$ cat src/usr_map.svh
// constants of the universal shift and storage register block
// assumes inclusion by the package, the top module, the checker and the bench
//
// Function
// - two mode selects pick shift left, shift right, parallel load or hold.
// - besides clearing, state changes only on the rising clock edge.
// - active-low clear acts at once, without clock, and forces outputs low.
// - narrow variant has four bidirectional stages with serial and parallel entry.
// - wide variant has eight stages on shared three-state pins plus serial ports.
// - either output enable high floats the shared pins; operations go on.
// - optional wide variant clears synchronously, only at a rising clock edge.
// - wide variant gives separate first and last stage outputs for chaining.
`ifndef USR_MAP_SVH
`define USR_MAP_SVH

// mode encodings {mode_sel_hi, mode_sel_lo}
`define USR_MODE_HOLD       2'h0
`define USR_MODE_SHR        2'h1
`define USR_MODE_SHL        2'h2
`define USR_MODE_LOAD       2'h3

// apb register byte offsets
`define USR_CTRL_OFF        12'h000
`define USR_STAT_OFF        12'h004

// control register fields
`define USR_CTRL_OVR_BIT    0
`define USR_CTRL_MODE_LSB   1
`define USR_CTRL_STALL_BIT  3
`define USR_CTRL_RST        4'h0

// status register fields
`define USR_STAT_WIDE_LSB   0
`define USR_STAT_NAR_LSB    8
`define USR_STAT_DROP_BIT   16
`define USR_STAT_FULL_BIT   17
`define USR_STAT_DRV_BIT    18

// stage widths
`define USR_NAR_W           4
`define USR_WIDE_W          8

`endif

$ cat src/usr_pkg.sv
// types shared by the shift register block
// assumes usr_map.svh sits in the same folder
`include "usr_map.svh"

package usr_pkg;

    // operating mode of a register stage
    typedef enum logic [1:0] {
        USR_HOLD = `USR_MODE_HOLD,
        USR_SHR  = `USR_MODE_SHR,
        USR_SHL  = `USR_MODE_SHL,
        USR_LOAD = `USR_MODE_LOAD
    } usr_mode_t;

    // pin levels sampled by the synchroniser
    typedef struct packed {
        logic                    mode_sel_hi;
        logic                    mode_sel_lo;
        logic                    clear_n;
        logic                    nar_sr_in;
        logic                    nar_sl_in;
        logic                    wide_sr_in;
        logic                    wide_sl_in;
        logic [`USR_NAR_W-1:0]   nar_par;
        logic [`USR_WIDE_W-1:0]  wide_par;
        logic                    oe_a_n;
        logic                    oe_b_n;
    } usr_pins_t;

    // software control fields
    typedef struct packed {
        logic      stall_en;
        usr_mode_t mode;
        logic      ovr;
    } usr_ctrl_t;

endpackage : usr_pkg

$ cat src/usr_buf2.sv
// small circular buffer with valid and ready on both sides
// assumes one clock; depth is at least two
`timescale 1ns/10ps
`default_nettype none

module usr_buf2 #(
    parameter int W     = 8,
    parameter int DEPTH = 2
) (
    input  wire logic         clk,
    input  wire logic         rst_n,
    input  wire logic         in_valid,
    output logic              in_ready,
    input  wire logic [W-1:0] in_data,
    output logic              out_valid,
    input  wire logic         out_ready,
    output logic      [W-1:0] out_data,
    output logic              full
);
    localparam int AW = (DEPTH > 1) ? $clog2(DEPTH) : 1;
    localparam int CW = $clog2(DEPTH + 1);

    typedef struct packed {
        logic [DEPTH-1:0][W-1:0] mem;
        logic [AW-1:0]           wr;
        logic [AW-1:0]           rd;
        logic [CW-1:0]           cnt;
    } usr_buf_st_t;

    usr_buf_st_t st_q;
    usr_buf_st_t st_d;

    assign in_ready  = (st_q.cnt != CW'(DEPTH));
    assign out_valid = (st_q.cnt != '0);
    assign out_data  = st_q.mem[st_q.rd];
    assign full      = !in_ready;

    // push at write index, pop at read index
    always_comb begin
        logic push;
        logic pop;
        push = in_valid && in_ready;
        pop  = out_valid && out_ready;
        st_d = st_q;
        if (push) begin
            st_d.mem[st_q.wr] = in_data;
            st_d.wr = (st_q.wr == AW'(DEPTH - 1)) ? '0 : st_q.wr + 1'b1;
        end
        if (pop) begin
            st_d.rd = (st_q.rd == AW'(DEPTH - 1)) ? '0 : st_q.rd + 1'b1;
        end
        if (push && !pop) begin
            st_d.cnt = st_q.cnt + 1'b1;
        end else if (pop && !push) begin
            st_d.cnt = st_q.cnt - 1'b1;
        end
    end

    always_ff @(posedge clk or negedge rst_n) begin
        if (!rst_n) begin
            st_q <= '0;
        end else begin
            st_q <= st_d;
        end
    end

endmodule : usr_buf2

`default_nettype wire

$ cat src/usr_shreg.sv
// one parameterised shift and storage register
// assumes a free-running clock and an already combined asynchronous clear
`timescale 1ns/10ps
`default_nettype none

module usr_shreg #(
    parameter int W        = 8,
    parameter bit SYNC_CLR = 1'b0
) (
    input  wire logic             clk,
    input  wire logic             arst_n,
    input  wire logic             sync_clr,
    input  wire logic             stall,
    input  wire usr_pkg::usr_mode_t mode,
    input  wire logic             sr_in,
    input  wire logic             sl_in,
    input  wire logic [W-1:0]     par_in,
    output logic      [W-1:0]     q_next,
    output logic                  changing,
    output logic      [W-1:0]     q
);
    import usr_pkg::*;

    typedef struct packed {
        logic [W-1:0] q;
    } usr_shreg_st_t;

    usr_shreg_st_t st_q;
    usr_shreg_st_t st_d;

    // next contents by mode
    always_comb begin
        st_d = st_q;
        case (mode)
            USR_SHR:  st_d.q = {st_q.q[W-2:0], sr_in};
            USR_SHL:  st_d.q = {sl_in, st_q.q[W-1:1]};
            USR_LOAD: st_d.q = par_in;
            USR_HOLD: st_d.q = st_q.q;
            default:  st_d.q = st_q.q;
        endcase
        if (stall) begin
            st_d.q = st_q.q;
        end
        if (SYNC_CLR && sync_clr) begin
            st_d.q = '0;
        end
    end

    assign q_next   = st_d.q;
    assign changing = ((mode != USR_HOLD) && !stall) || (SYNC_CLR && sync_clr);
    assign q        = st_q.q;

    // edge-triggered storage, clear acts without clock
    always_ff @(posedge clk or negedge arst_n) begin
        if (!arst_n) begin
            st_q <= '0;
        end else begin
            st_q <= st_d;
        end
    end

endmodule : usr_shreg

`default_nettype wire

$ cat src/usr_top.sv
// top of the shift and storage register block: narrow and wide registers,
// pin synchronisers, apb control and status, snapshot stream of the wide register
// assumes pins arrive asynchronous to pclk; clear_n also clears at once
`timescale 1ns/10ps
`default_nettype none
`include "usr_map.svh"

module usr_top #(
    parameter int AW         = 12,
    parameter bit SYNC_CLR   = 1'b0,
    parameter int BUF_DEPTH  = 2
) (
    // apb slave
    input  wire logic                    pclk,
    input  wire logic                    presetn,
    input  wire logic                    psel,
    input  wire logic                    penable,
    input  wire logic                    pwrite,
    input  wire logic [AW-1:0]           paddr,
    input  wire logic [31:0]             pwdata,
    output logic      [31:0]             prdata,
    output logic                         pready,
    output logic                         pslverr,
    // mode and clear pins
    input  wire logic                    mode_sel_lo,
    input  wire logic                    mode_sel_hi,
    input  wire logic                    clear_n,
    // narrow register pins
    input  wire logic                    nar_sr_in,
    input  wire logic                    nar_sl_in,
    input  wire logic [`USR_NAR_W-1:0]   nar_par_in,
    output logic      [`USR_NAR_W-1:0]   nar_q,
    // wide register shared pins
    input  wire logic [`USR_WIDE_W-1:0]  wide_io_in,
    output logic      [`USR_WIDE_W-1:0]  wide_io_out,
    output logic      [`USR_WIDE_W-1:0]  wide_io_oe_n,
    input  wire logic                    oe_a_n,
    input  wire logic                    oe_b_n,
    // wide register serial ports
    input  wire logic                    wide_sr_in,
    input  wire logic                    wide_sl_in,
    output logic                         first_stage_out,
    output logic                         last_stage_out,
    // snapshot stream of wide contents
    output logic                         snap_valid,
    input  wire logic                    snap_ready,
    output logic      [`USR_WIDE_W-1:0]  snap_data
);
    import usr_pkg::*;

    localparam int NW = `USR_NAR_W;
    localparam int WW = `USR_WIDE_W;

    // whole state of this module
    typedef struct packed {
        usr_pins_t   meta;
        usr_pins_t   sync;
        usr_ctrl_t   ctrl;
        logic        drop;
        logic        drv_n;
        logic [31:0] rdata;
        logic        slverr;
    } usr_top_st_t;

    // synchroniser starts at the idle pin levels: no drive or clear just after reset
    localparam usr_pins_t PINS_IDLE = '{
        clear_n: 1'b1,
        oe_a_n:  1'b1,
        oe_b_n:  1'b1,
        default: '0
    };

    localparam usr_top_st_t ST_RST = '{
        meta:   PINS_IDLE,
        sync:   PINS_IDLE,
        ctrl:   `USR_CTRL_RST,
        drop:   1'b0,
        drv_n:  1'b1,
        rdata:  32'h0000_0000,
        slverr: 1'b0
    };

    usr_top_st_t st_q;
    usr_top_st_t st_d;

    usr_pins_t   pins_now;
    usr_mode_t   mode_eff;
    logic        nar_arst_n;
    logic        wide_arst_n;
    logic        wide_sync_clr;
    logic        wide_stall;
    logic [WW-1:0] wide_q;
    logic [WW-1:0] wide_q_next;
    logic        wide_changing;
    logic [NW-1:0] nar_q_int;
    logic        buf_in_ready;
    logic        buf_full;
    logic        setup_ph;
    logic        wr_acc;
    logic        hit_ctrl;
    logic        hit_stat;
    logic [31:0] stat_word;

    // gather raw pin levels for the synchroniser
    always_comb begin
        pins_now.mode_sel_hi = mode_sel_hi;
        pins_now.mode_sel_lo = mode_sel_lo;
        pins_now.clear_n     = clear_n;
        pins_now.nar_sr_in   = nar_sr_in;
        pins_now.nar_sl_in   = nar_sl_in;
        pins_now.wide_sr_in  = wide_sr_in;
        pins_now.wide_sl_in  = wide_sl_in;
        pins_now.nar_par     = nar_par_in;
        pins_now.wide_par    = wide_io_in;
        pins_now.oe_a_n      = oe_a_n;
        pins_now.oe_b_n      = oe_b_n;
    end

    // software may take over the mode from the pins
    always_comb begin
        if (st_q.ctrl.ovr) begin
            mode_eff = st_q.ctrl.mode;
        end else begin
            mode_eff = usr_mode_t'({st_q.sync.mode_sel_hi, st_q.sync.mode_sel_lo});
        end
    end

    // clear pin reaches the narrow flops directly, and the wide ones unless SYNC_CLR, which takes it through the synchroniser
    assign nar_arst_n    = presetn & clear_n;
    assign wide_arst_n   = SYNC_CLR ? presetn : (presetn & clear_n);
    assign wide_sync_clr = !st_q.sync.clear_n;

    // a full snapshot buffer holds the wide register when stalling is on
    assign wide_stall = st_q.ctrl.stall_en && !buf_in_ready;

    // narrow four-stage register
    usr_shreg #(
        .W        (NW),
        .SYNC_CLR (1'b0)
    ) u_nar (
        .clk      (pclk),
        .arst_n   (nar_arst_n),
        .sync_clr (1'b0),
        .stall    (1'b0),
        .mode     (mode_eff),
        .sr_in    (st_q.sync.nar_sr_in),
        .sl_in    (st_q.sync.nar_sl_in),
        .par_in   (st_q.sync.nar_par),
        .q_next   (),
        .changing (),
        .q        (nar_q_int)
    );

    // wide eight-stage register on the shared pins
    usr_shreg #(
        .W        (WW),
        .SYNC_CLR (SYNC_CLR)
    ) u_wide (
        .clk      (pclk),
        .arst_n   (wide_arst_n),
        .sync_clr (wide_sync_clr),
        .stall    (wide_stall),
        .mode     (mode_eff),
        .sr_in    (st_q.sync.wide_sr_in),
        .sl_in    (st_q.sync.wide_sl_in),
        .par_in   (st_q.sync.wide_par),
        .q_next   (wide_q_next),
        .changing (wide_changing),
        .q        (wide_q)
    );

    // every clocked change of the wide register is offered to the stream
    usr_buf2 #(
        .W     (WW),
        .DEPTH (BUF_DEPTH)
    ) u_buf (
        .clk       (pclk),
        .rst_n     (presetn),
        .in_valid  (wide_changing),
        .in_ready  (buf_in_ready),
        .in_data   (wide_q_next),
        .out_valid (snap_valid),
        .out_ready (snap_ready),
        .out_data  (snap_data),
        .full      (buf_full)
    );

    // apb decode
    assign setup_ph = psel && !penable;
    assign wr_acc   = psel && penable && pwrite;
    assign hit_ctrl = (paddr[AW-1:2] == (AW-2)'(`USR_CTRL_OFF >> 2));
    assign hit_stat = (paddr[AW-1:2] == (AW-2)'(`USR_STAT_OFF >> 2));

    // status word: contents and flags
    always_comb begin
        stat_word = 32'h0000_0000;
        stat_word[`USR_STAT_WIDE_LSB +: WW] = wide_q;
        stat_word[`USR_STAT_NAR_LSB +: NW]  = nar_q_int;
        stat_word[`USR_STAT_DROP_BIT]       = st_q.drop;
        stat_word[`USR_STAT_FULL_BIT]       = buf_full;
        stat_word[`USR_STAT_DRV_BIT]        = !st_q.drv_n;
    end

    // next state: synchroniser, drive enable, registers, read data
    always_comb begin
        st_d      = st_q;
        st_d.meta = pins_now;
        st_d.sync = st_q.meta;
        // pins are driven only while both enables are low
        st_d.drv_n = st_q.sync.oe_a_n || st_q.sync.oe_b_n;
        // read data is captured in the setup cycle
        if (setup_ph) begin
            st_d.slverr = !(hit_ctrl || hit_stat);
            if (hit_ctrl) begin
                st_d.rdata = {28'h0000_000, st_q.ctrl};
            end else if (hit_stat) begin
                st_d.rdata = stat_word;
            end else begin
                st_d.rdata = 32'h0000_0000;
            end
        end
        // writes take effect at the access edge
        if (wr_acc && hit_ctrl) begin
            st_d.ctrl.ovr      = pwdata[`USR_CTRL_OVR_BIT];
            st_d.ctrl.mode     = usr_mode_t'(pwdata[`USR_CTRL_MODE_LSB +: 2]);
            st_d.ctrl.stall_en = pwdata[`USR_CTRL_STALL_BIT];
        end
        if (wr_acc && hit_stat && pwdata[`USR_STAT_DROP_BIT]) begin
            st_d.drop = 1'b0;
        end
        // a lost snapshot wins over a clear in the same cycle
        if (wide_changing && !buf_in_ready) begin
            st_d.drop = 1'b1;
        end
    end

    always_ff @(posedge pclk or negedge presetn) begin
        if (!presetn) begin
            st_q <= ST_RST;
        end else begin
            st_q <= st_d;
        end
    end

    // outputs
    assign pready          = 1'b1;
    assign prdata          = st_q.rdata;
    assign pslverr         = st_q.slverr;
    assign nar_q           = nar_q_int;
    assign wide_io_out     = wide_q;
    assign wide_io_oe_n    = {WW{st_q.drv_n}};
    assign first_stage_out = wide_q[0];
    assign last_stage_out  = wide_q[WW-1];

endmodule : usr_top

`default_nettype wire
$ cat config.mk
export PLATFORM = sky130hd
export DESIGN_NAME = usr_top
export DESIGN_NICKNAME = d
export VERILOG_FILES = /design/src/usr_pkg.sv /design/src/usr_buf2.sv /design/src/usr_shreg.sv /design/src/usr_top.sv
export VERILOG_INCLUDE_DIRS = /design/src
export SDC_FILE = /design/constraint.sdc
export NUM_CORES = 1
export LEC_CHECK = 0
export ABC_CLOCK_PERIOD_IN_PS = 3600
export BUFFER_PORTS_ARGS = -buffer_cell sky130_fd_sc_hd__buf_2
export CAP_MARGIN = 20
export CORE_ASPECT_RATIO = 2
export CORE_MARGIN = 2
export CORE_UTILIZATION = 54
export DETAILED_ROUTE_END_ITERATION = 10
export GPL_ROUTABILITY_DRIVEN = 1
export PLACE_DENSITY = 0.85
export SLEW_MARGIN = 15
export SYNTH_ARGS = -nofsm -noshare
export SYNTH_HDL_FRONTEND = slang
export SYNTH_SLANG_ARGS = --single-unit
$ cat constraint.sdc
create_clock -name pclk -period 3.6 [get_ports pclk]
set_input_delay 0.72 -clock pclk [delete_from_list [all_inputs] [get_ports pclk]]
set_output_delay 0.72 -clock pclk [all_outputs]
set_load 0.02 [all_outputs]
# == Yosys cells after proc, flatten, opt, wreduce, memory -nomap -nowiden ==
# Index checks and enable logic that the tools add are counted.
# totals
ff_bits,111
in_bits,71
output_inout_bits,65
# classes
n_addsub,4
order_cmp,3
eq_ne,5
muxes,17
bitwise,1
n_reduce_logical,29
# ops
operator,n
2-to-1 mux 19 bit,2
2-to-1 mux 8 bit,4
case mux 8 bit (4 select lines),1
bitwise mux 16 bit,1
logical AND 1 bit,14
case mux 4 bit (3 select lines),1
"equality test 10 x 1 -> 1 bit, second input constant",1
logical NOT 10 bit,1
demux 8 bit (select 1 bit),1
nonzero test 2 bit,4
logical NOT 1 bit,7
2-to-1 mux 2 bit,3
"equality test 2 bit, second input constant",2
"< comparator 1 x 2 -> 1 bit, second input constant",2
2-to-1 mux 1 bit,4
"adder 1 bit, second input constant",2
"adder 2 x 1 -> 2 bit, second input constant",1
"equality test 2 x 1 -> 1 bit, second input constant",1
logical NOT 2 bit,1
logical OR 1 bit,2
"!= test 2 bit, second input constant",1
"subtractor 2 x 1 -> 2 bit, second input constant",1
bitwise AND 1 bit,1
"greater-or-equal comparator 1 bit, second input constant",1

# == Logic depth before layout (Yosys ltp) ==
# Gate-level depths: netlist of run 1.
# depth
depth_word,10
mapped_depth,8
ltp_nobuf,7

# == By module ==
# From an unflattened synthesis of run 1, not the netlist that was laid out.
# unflattened
cells_unflattened,330
area_unflattened_um2,4254.1
# by_module_without_submodules
mod,instances,cells_each,area_per_inst_um2
usr_top,1,182,2467.4
usr_buf2,1,60,900.9
usr_shreg (u_wide),1,56,581.8
usr_shreg (u_nar),1,32,304.0

# == Least setup slack after synthesis of run 1 ==
# OpenSTA, ideal clock, no wires.
# synth_path
kind,input -> register
start,input port paddr[9]
end,register st_q[35] (netlist name)
setup_ps,125
arrival_ps,2205
required_time_ps,3475
path_slack_ps,1270
stages,4
cell_sequence,or4_4 > or3_4 > nor3_4 > mux2_2
# synth_via
elab_chain_cells,2
# synth_lines
element,line,source
from (decl),usr_top.sv:19,"input wire logic [AW-1:0] paddr,"
logical NOT 10 bit,usr_top.sv:191,assign hit_ctrl = (paddr[AW-1:2] == (AW-2)'(`USR_CTRL_OFF >> 2));
logical AND 1 bit,usr_top.sv:223,if (wr_acc && hit_ctrl) begin
to (signal assigned),usr_top.sv:241,st_q <= st_d;
to (decl),usr_top.sv:83,usr_top_st_t st_q;
# Every way passes these cells.
# A chain may end at the register's enable or synchronous reset.

# == Worst setup path in the final report of run 1 ==
# layout_path
start,register st_q[35] (netlist name)
end,register u_buf.st_q[9] (netlist name)
# layout_via
elab_chain_cells,5
word_cells_on_any_way,11
# layout_lines
element,line,source
2-to-1 mux 2 bit *,usr_top.sv:121,if (st_q.ctrl.ovr) begin
"equality test 2 bit, or another cell as far along",usr_shreg.sv:34,case (mode)
case mux 8 bit (4 select lines),usr_shreg.sv:34,
2-to-1 mux 8 bit,usr_shreg.sv:41,if (stall) begin
bitwise mux 16 bit,usr_buf2.sv:46,st_d.mem[st_q.wr] = in_data;
to (signal assigned),usr_buf2.sv:63,st_q <= st_d;
to (decl),usr_buf2.sv:30,usr_buf_st_t st_q;
# Mark *: on every way between the ends. The rest lies on a longest branch, timed or not.

==> results.sh, run 1 <==
export IMPL_status="completed"
export IMPL_fin_nets=431
export IMPL_synth_edf_count=0
export IMPL_area_growth_pct=13.6
export IMPL_hp_class="in -> async"
export IMPL_crit_path_start_kind="flip-flop"
export IMPL_synthSimpleGateAreaFrac=0.0720
export IMPL_crit_slowest_cell="dfrtp_1"
export IMPL_grt_antenna_before_repair=0
export IMPL_min_period_ns=2.31
export IMPL_hpwl_um=5170
export IMPL_worstPathMaxFanout=18
export IMPL_grt_total_usage=0.190
export IMPL_synth_top_area_frac=0.567
export IMPL_drcViolationCount=0
export IMPL_hold_viol_final=0
export IMPL_skew_ns=0.00749
export IMPL_synth_compound_area_frac=0.0886
export IMPL_clk_pin_slew_ns=0.06
export IMPL_maxSlewViolCount=0
export IMPL_dieWidth_um=64.3
export IMPL_setup_tns_ns=0
export IMPL_antenna_cells=0
export IMPL_crit_chain="nor3_1 -> a21oi_1 -> nor3b_2 -> mux2_2"
export IMPL_synth_cells=299
export IMPL_totalWireLength_um=7000
export IMPL_regToRegEndpoint="u_buf.st_q[9]"
export IMPL_core_area_sq_mm=0.00716
export IMPL_synth_top_family_by_area="multiplexers"
export IMPL_portBuffers=88
export IMPL_grt_overflow=0
export IMPL_total_power_mw=2.94
export IMPL_htreeDepth=3
export IMPL_grt_pass1_vias=2359
export IMPL_num_rows=44
export IMPL_min_period_over_period=0.641
export IMPL_seq_area_frac_synth=0.601
export IMPL_ir_drop_v=0.000406
export IMPL_critical_path_required_ns=3.82
export IMPL_top_layer="met4"
export IMPL_drt_iter0_drc=97
export IMPL_pin_count=136
export IMPL_cp_end_kind="flip-flop"
export IMPL_post_cts_buffers=0
export IMPL_die_y_um=125
export IMPL_cts_tree="done"
export IMPL_rsz0062_at_grt="false"
export IMPL_critical_path_class="reg -> reg"
export IMPL_hold_buffers=0
export IMPL_synthMostInstantiatedCell="dfrtp_1"
export IMPL_wl_met1_um=2640
export IMPL_yosys_top_cells_count="dfrtp_1 (89), buf_4 (43), mux2_2 (30)"
export IMPL_async_flop_share=1.00
export IMPL_reg2reg_from="st_q[35]"
export IMPL_drive_above_1_share=0.415
export IMPL_grt_first_pass_wirelength_um=11300
export IMPL_cts_sinks=94
export IMPL_slew_headroom=0.509
export IMPL_max_stage_delay_ns=0.65
export IMPL_arrival_ns=2.53
export IMPL_viasPerCell=5.22
export IMPL_gp_congestion=0.876
export IMPL_power_density_mw_per_mm2=659
export IMPL_power_leakage_nw=2.14
export IMPL_clock_path_buffers=2
export IMPL_synthMuxAreaShare=0.124
export IMPL_cts_made_buffers=9
export IMPL_synth_seq_cells=94
export IMPL_rrSetupSlack_ns=1.29
export IMPL_root_buffer="clkbuf_16"
export IMPL_synthesis_area_sq_mm=0.00393
export IMPL_synth_top_area_cell="dfrtp_1"
export IMPL_yosys_most_used_dff="dfrtp_1"
export IMPL_wire_per_inst_um=15.3
export IMPL_insertion_delay_ns=0.34
export IMPL_synth_fa_ha_area_frac=0.00319
export IMPL_ant_nets=0
export IMPL_fmax_mhz=433
export IMPL_dr_wl_met3_um=435
export IMPL_reg2reg_depth=4
export IMPL_yosys_warnings=0
export IMPL_vias=2379
export IMPL_worstMarginPinSlew_ns=0.716
export IMPL_synth_xor_area_frac=0.0112
export IMPL_maxCapViolCount=0
export IMPL_die_area_sq_mm=0.00801
export IMPL_synth_distinct_cells=43
export IMPL_ys_top_cells_by_area="dfrtp_1 (57%), mux2_2 (8.6%), buf_4 (8.2%)"
export IMPL_start_util=0.549
export IMPL_wl_met2_um=3740
export IMPL_grt_max_degree=54
export IMPL_avgSynthCellArea_sq_um=13.1
export IMPL_setup_viol=0
export IMPL_post_cts_resized=0
export IMPL_fill_cells=570
export IMPL_dr_pass1_iters=5
==> placed cells by master, fill, tap and decap left out, types with 3 or more instances in the layout <==
master and n:
nand2_1 11, xor2_1 3, a22o_1 17, dfrtp_1 89
mux2_2 30, nand3b_1 4, or2_2 3, clkbuf_16 9
mux2i_1 6, a21oi_1 21, mux4_2 4, nor3_1 4
conb_1 18, o21ai_0 13, dfstp_2 5, buf_2 87
==> per-layer routing <==
layer | GRT usage | up-vias
met5 | 0 | -
met2 | 0.330 | 97
met4 | 0.0976 | 0
li1 | - | 1112
met3 | 0.0488 | 16
met1 | 0.209 | 1154
==> final cells by class <==
class / instances / area [sq um] / share of cell area
tap: 92 / 115 / 0.0258
timing repair buffer: 89 / 450 / 0.101
clock inverter: 4 / 30.0 / 0.00673
multi-input combinational: 163 / 1240 / 0.279
sequential: 94 / 2360 / 0.529
clock buffer: 12 / 256 / 0.0575
inverter: 2 / 7.51 / 0.00168
==> state kept, by name (all words and copies together) (netlist names) <==
signal	count
st_q	25
st_d	20
u_buf.st_q	20
prdata	15
u_wide.q	8
u_nar.q	4
pslverr	1
wide_io_oe_n	1
==> report_power, final <==
group          total, mW  internal (mW)  switching, mW
clock              0.877          0.507          0.370
sequential          1.34           1.22          0.124
combinational      0.719          0.341          0.378
total               2.94           2.07          0.872
==> stage by stage <==
step | instances | hold slack (ns) | setup WS [ns] | instance area (sq um) | util
detailed placement | 440 | 0.335 | 1.08 | 4170 | 0.583
global route | 456 | 0.314 | 1.12 | 4460 | 0.623
CTS | 456 | 0.294 | 1.27 | 4460 | 0.623
finish | 456 | 0.298 | 1.29 | 4460 | 0.623
floorplan | 315 | 0.331 | 1.27 | 3990 | -
global placement | 440 | 0.331 | 1.13 | 4170 | 0.583
==> cell families after synthesis <==
| kind of cell | count (synthesis) |
|---|---|
| other | 2 |
| flip-flops | 94 |
| adder cells (fa/ha/maj) | 1 |
| AND/OR/NAND/NOR | 44 |
| buffers and inverters | 58 |
| XOR/XNOR | 5 |
| multiplexers | 40 |
| AO/OA/AOI/OAI | 55 |
==> worst max-delay path by stage <==
stage,start,endpoint,depth (start not counted)
finish,st_q[35],u_buf.st_q[9],4
global route,st_q[35],u_buf.st_q[9],4
CTS,st_q[35],u_buf.st_q[6],4
detailed placement,paddr[9],st_q[38],5
global placement,paddr[9],st_q[35],5
floorplan,paddr[9],st_q[35],4
==> worst max-delay path: cells and delay by family (launching register included) <==
family	cells	cell delay [ns]
mux	1	0.41
flops	1	0.65
compound gates	1	0.36
simple gates	2	0.76
No activity file was read; power rests on OpenSTA's default activity.
==> run 2: changes to the inputs <==
- ABC_CLOCK_PERIOD_IN_PS: 3600 -> 2300
- CORE_UTILIZATION: 54 -> 50
- PLACE_DENSITY: 0.85 -> 0.8
- clock period: 3.6 -> 2.3 ns (I/O delays scaled with it)
==> results.sh, run 2 (synthesis gave the netlist of run 1 again) <==
export IMPL_status="completed"
export IMPL_cpLargestDelayFamily="multiplexers"
export IMPL_fill_cells=609
export IMPL_hpwl_um=5310
export IMPL_wire_per_inst_um=15.6
export IMPL_vias=2429
export IMPL_area_growth_pct=15.0
export IMPL_hold_viol_final=0
export IMPL_arrival_ns=2.28
export IMPL_drcViolationCount=0
export IMPL_critical_path_required_ns=2.57
export IMPL_rsz0062_at_grt="false"
export IMPL_hp_class="in -> async"
export IMPL_core_area_sq_mm=0.00760
export IMPL_regToRegEndpoint="u_buf.st_q[17]"
export IMPL_insertion_delay_ns=0.34
export IMPL_viasPerCell=5.23
export IMPL_largest_register="st_q"
export IMPL_fmax_mhz=498
export IMPL_cp_end_kind="flip-flop"
export IMPL_hold_ws_ns=0.145
export IMPL_die_area_sq_mm=0.00862
export IMPL_power_density_mw_per_mm2=1020
export IMPL_maxSlewViolCount=0
export IMPL_finalWorstSetupSlack_ns=0.290
export IMPL_grt_total_usage=0.186
export IMPL_maxCapViolCount=0
export IMPL_path_buf_inv=1
export IMPL_clock_path_buffers=2
export IMPL_post_cts_buffers=0
export IMPL_grt_pass1_vias=2364
export IMPL_reg2reg_from="st_q[35]"
export IMPL_final_common_cell="dfrtp_1"
export IMPL_cts_tree="done"
export IMPL_max_stage_delay_ns=0.52
export IMPL_die_y_um=129
export IMPL_cts_sinks=94
export IMPL_crit_path_start_kind="flip-flop"
export IMPL_grt_overflow=0
export IMPL_post_cts_resized=0
export IMPL_crit_chain="buf_4 -> mux2_2 -> a21oi_1 -> nor3_1 -> mux2_2"
export IMPL_portBuffers=88
export IMPL_start_util=0.517
export IMPL_htreeDepth=3
export IMPL_largest_reg_flops=25
export IMPL_worst_path_most_repeated_cell="mux2_2"
export IMPL_gp_congestion=0.905
export IMPL_cts_made_buffers=9
export IMPL_detailedPlace_worstSlack_ns=0.00786
export IMPL_worstMarginPinSlew_ns=0.590
export IMPL_clk_pin_slew_ns=0.06
export IMPL_crit_slowest_cell="nor3_1"
export IMPL_fin_nets=437
export IMPL_grt_antenna_before_repair=0
export IMPL_min_period_over_period=0.874
export IMPL_grt_first_pass_wirelength_um=11700
export IMPL_antenna_cells=0
export IMPL_placed_area_sq_mm=0.00423
export IMPL_ant_nets=0
export IMPL_reg2reg_depth=5
export IMPL_pin_count=136
export IMPL_drive_above_1_share=0.427
export IMPL_dr_pass1_iters=4
export IMPL_root_buffer="clkbuf_16"
export IMPL_setup_tns_ns=0
export IMPL_final_cell_area_sq_mm=0.00452
export IMPL_num_rows=45
export IMPL_drt_iter0_drc=101
export IMPL_totalWireLength_um=7250
export IMPL_power_leakage_nw=2.17
export IMPL_grt_max_degree=83
export IMPL_rrSetupSlack_ns=0.29
export IMPL_layout_common_cells="dfrtp_1 (89), buf_2 (87), mux2_2 (30)"
export IMPL_critical_path_class="reg -> reg"
export IMPL_ir_drop_v=0.000602
export IMPL_setup_viol=0
export IMPL_hold_buffers=0
export IMPL_dieWidth_um=66.7
export IMPL_worstPathMaxFanout=11
export IMPL_slew_headroom=0.603
export IMPL_skew_ns=0.00906
export IMPL_min_period_ns=2.01
## run 2: routing by layer
layer / vias up / part of all wire / track usage / wire (um)
met3: 17 / 0.064 / 0.0365 / 462
li1: 1115 / - / - / -
met5: - / 0 / 0 / 0
met4: 0 / 0.035 / 0.118 / 254
met2: 120 / 0.53 / 0.316 / 3870
met1: 1177 / 0.37 / 0.209 / 2670
## run 2: where the power goes
group | total [mW] | internal [mW] | switching, mW
sequential | 2.10 | 1.91 | 0.188
combinational | 1.15 | 0.551 | 0.595
clock | 1.37 | 0.766 | 0.603
total | 4.61 | 3.23 | 1.39
## run 2: worst register-to-register path, delay by kind of cell (launching register included)
kind	cells	cell delay (ns)
multiplexers	2	0.64
AND/OR/NAND/NOR	1	0.52
buffers and inverters	1	0.23
AO/OA/AOI/OAI	1	0.07
flip-flops	1	0.49
## run 2: metrics by stage
step                power [mW]  instances  utilization
finish                    4.61        464        0.594
global route              4.84        464        0.594
CTS                       4.66        464        0.594
detailed placement        3.29        448        0.557
global placement          3.24        448        0.557
floorplan                 2.94        315            -
## run 2: worst max path at each step
stage | start | to | slack, ns | depth (start not counted)
finish | st_q[35] | u_buf.st_q[17] | 0.29 | 5
global route | st_q[35] | u_nar.q[1] | 0.16 | 4
CTS | st_q[35] | u_nar.q[0] | 0.29 | 4
detailed placement | paddr[9] | st_q[36] | 0.008 | 5
global placement | paddr[9] | st_q[35] | 0.02 | 5
floorplan | paddr[9] | st_q[35] | 0.23 | 4
## run 2: cell type report
type,instances,area (sq um),share of cell area
Clock inverter,6,43.8,0.00970
Timing Repair Buffer,95,508,0.112
Tap cell,94,118,0.0260
Clock buffer,10,239,0.0529
Inverter,2,7.51,0.00166
Multi-Input combinational cell,163,1240,0.275
Sequential cell,94,2360,0.522
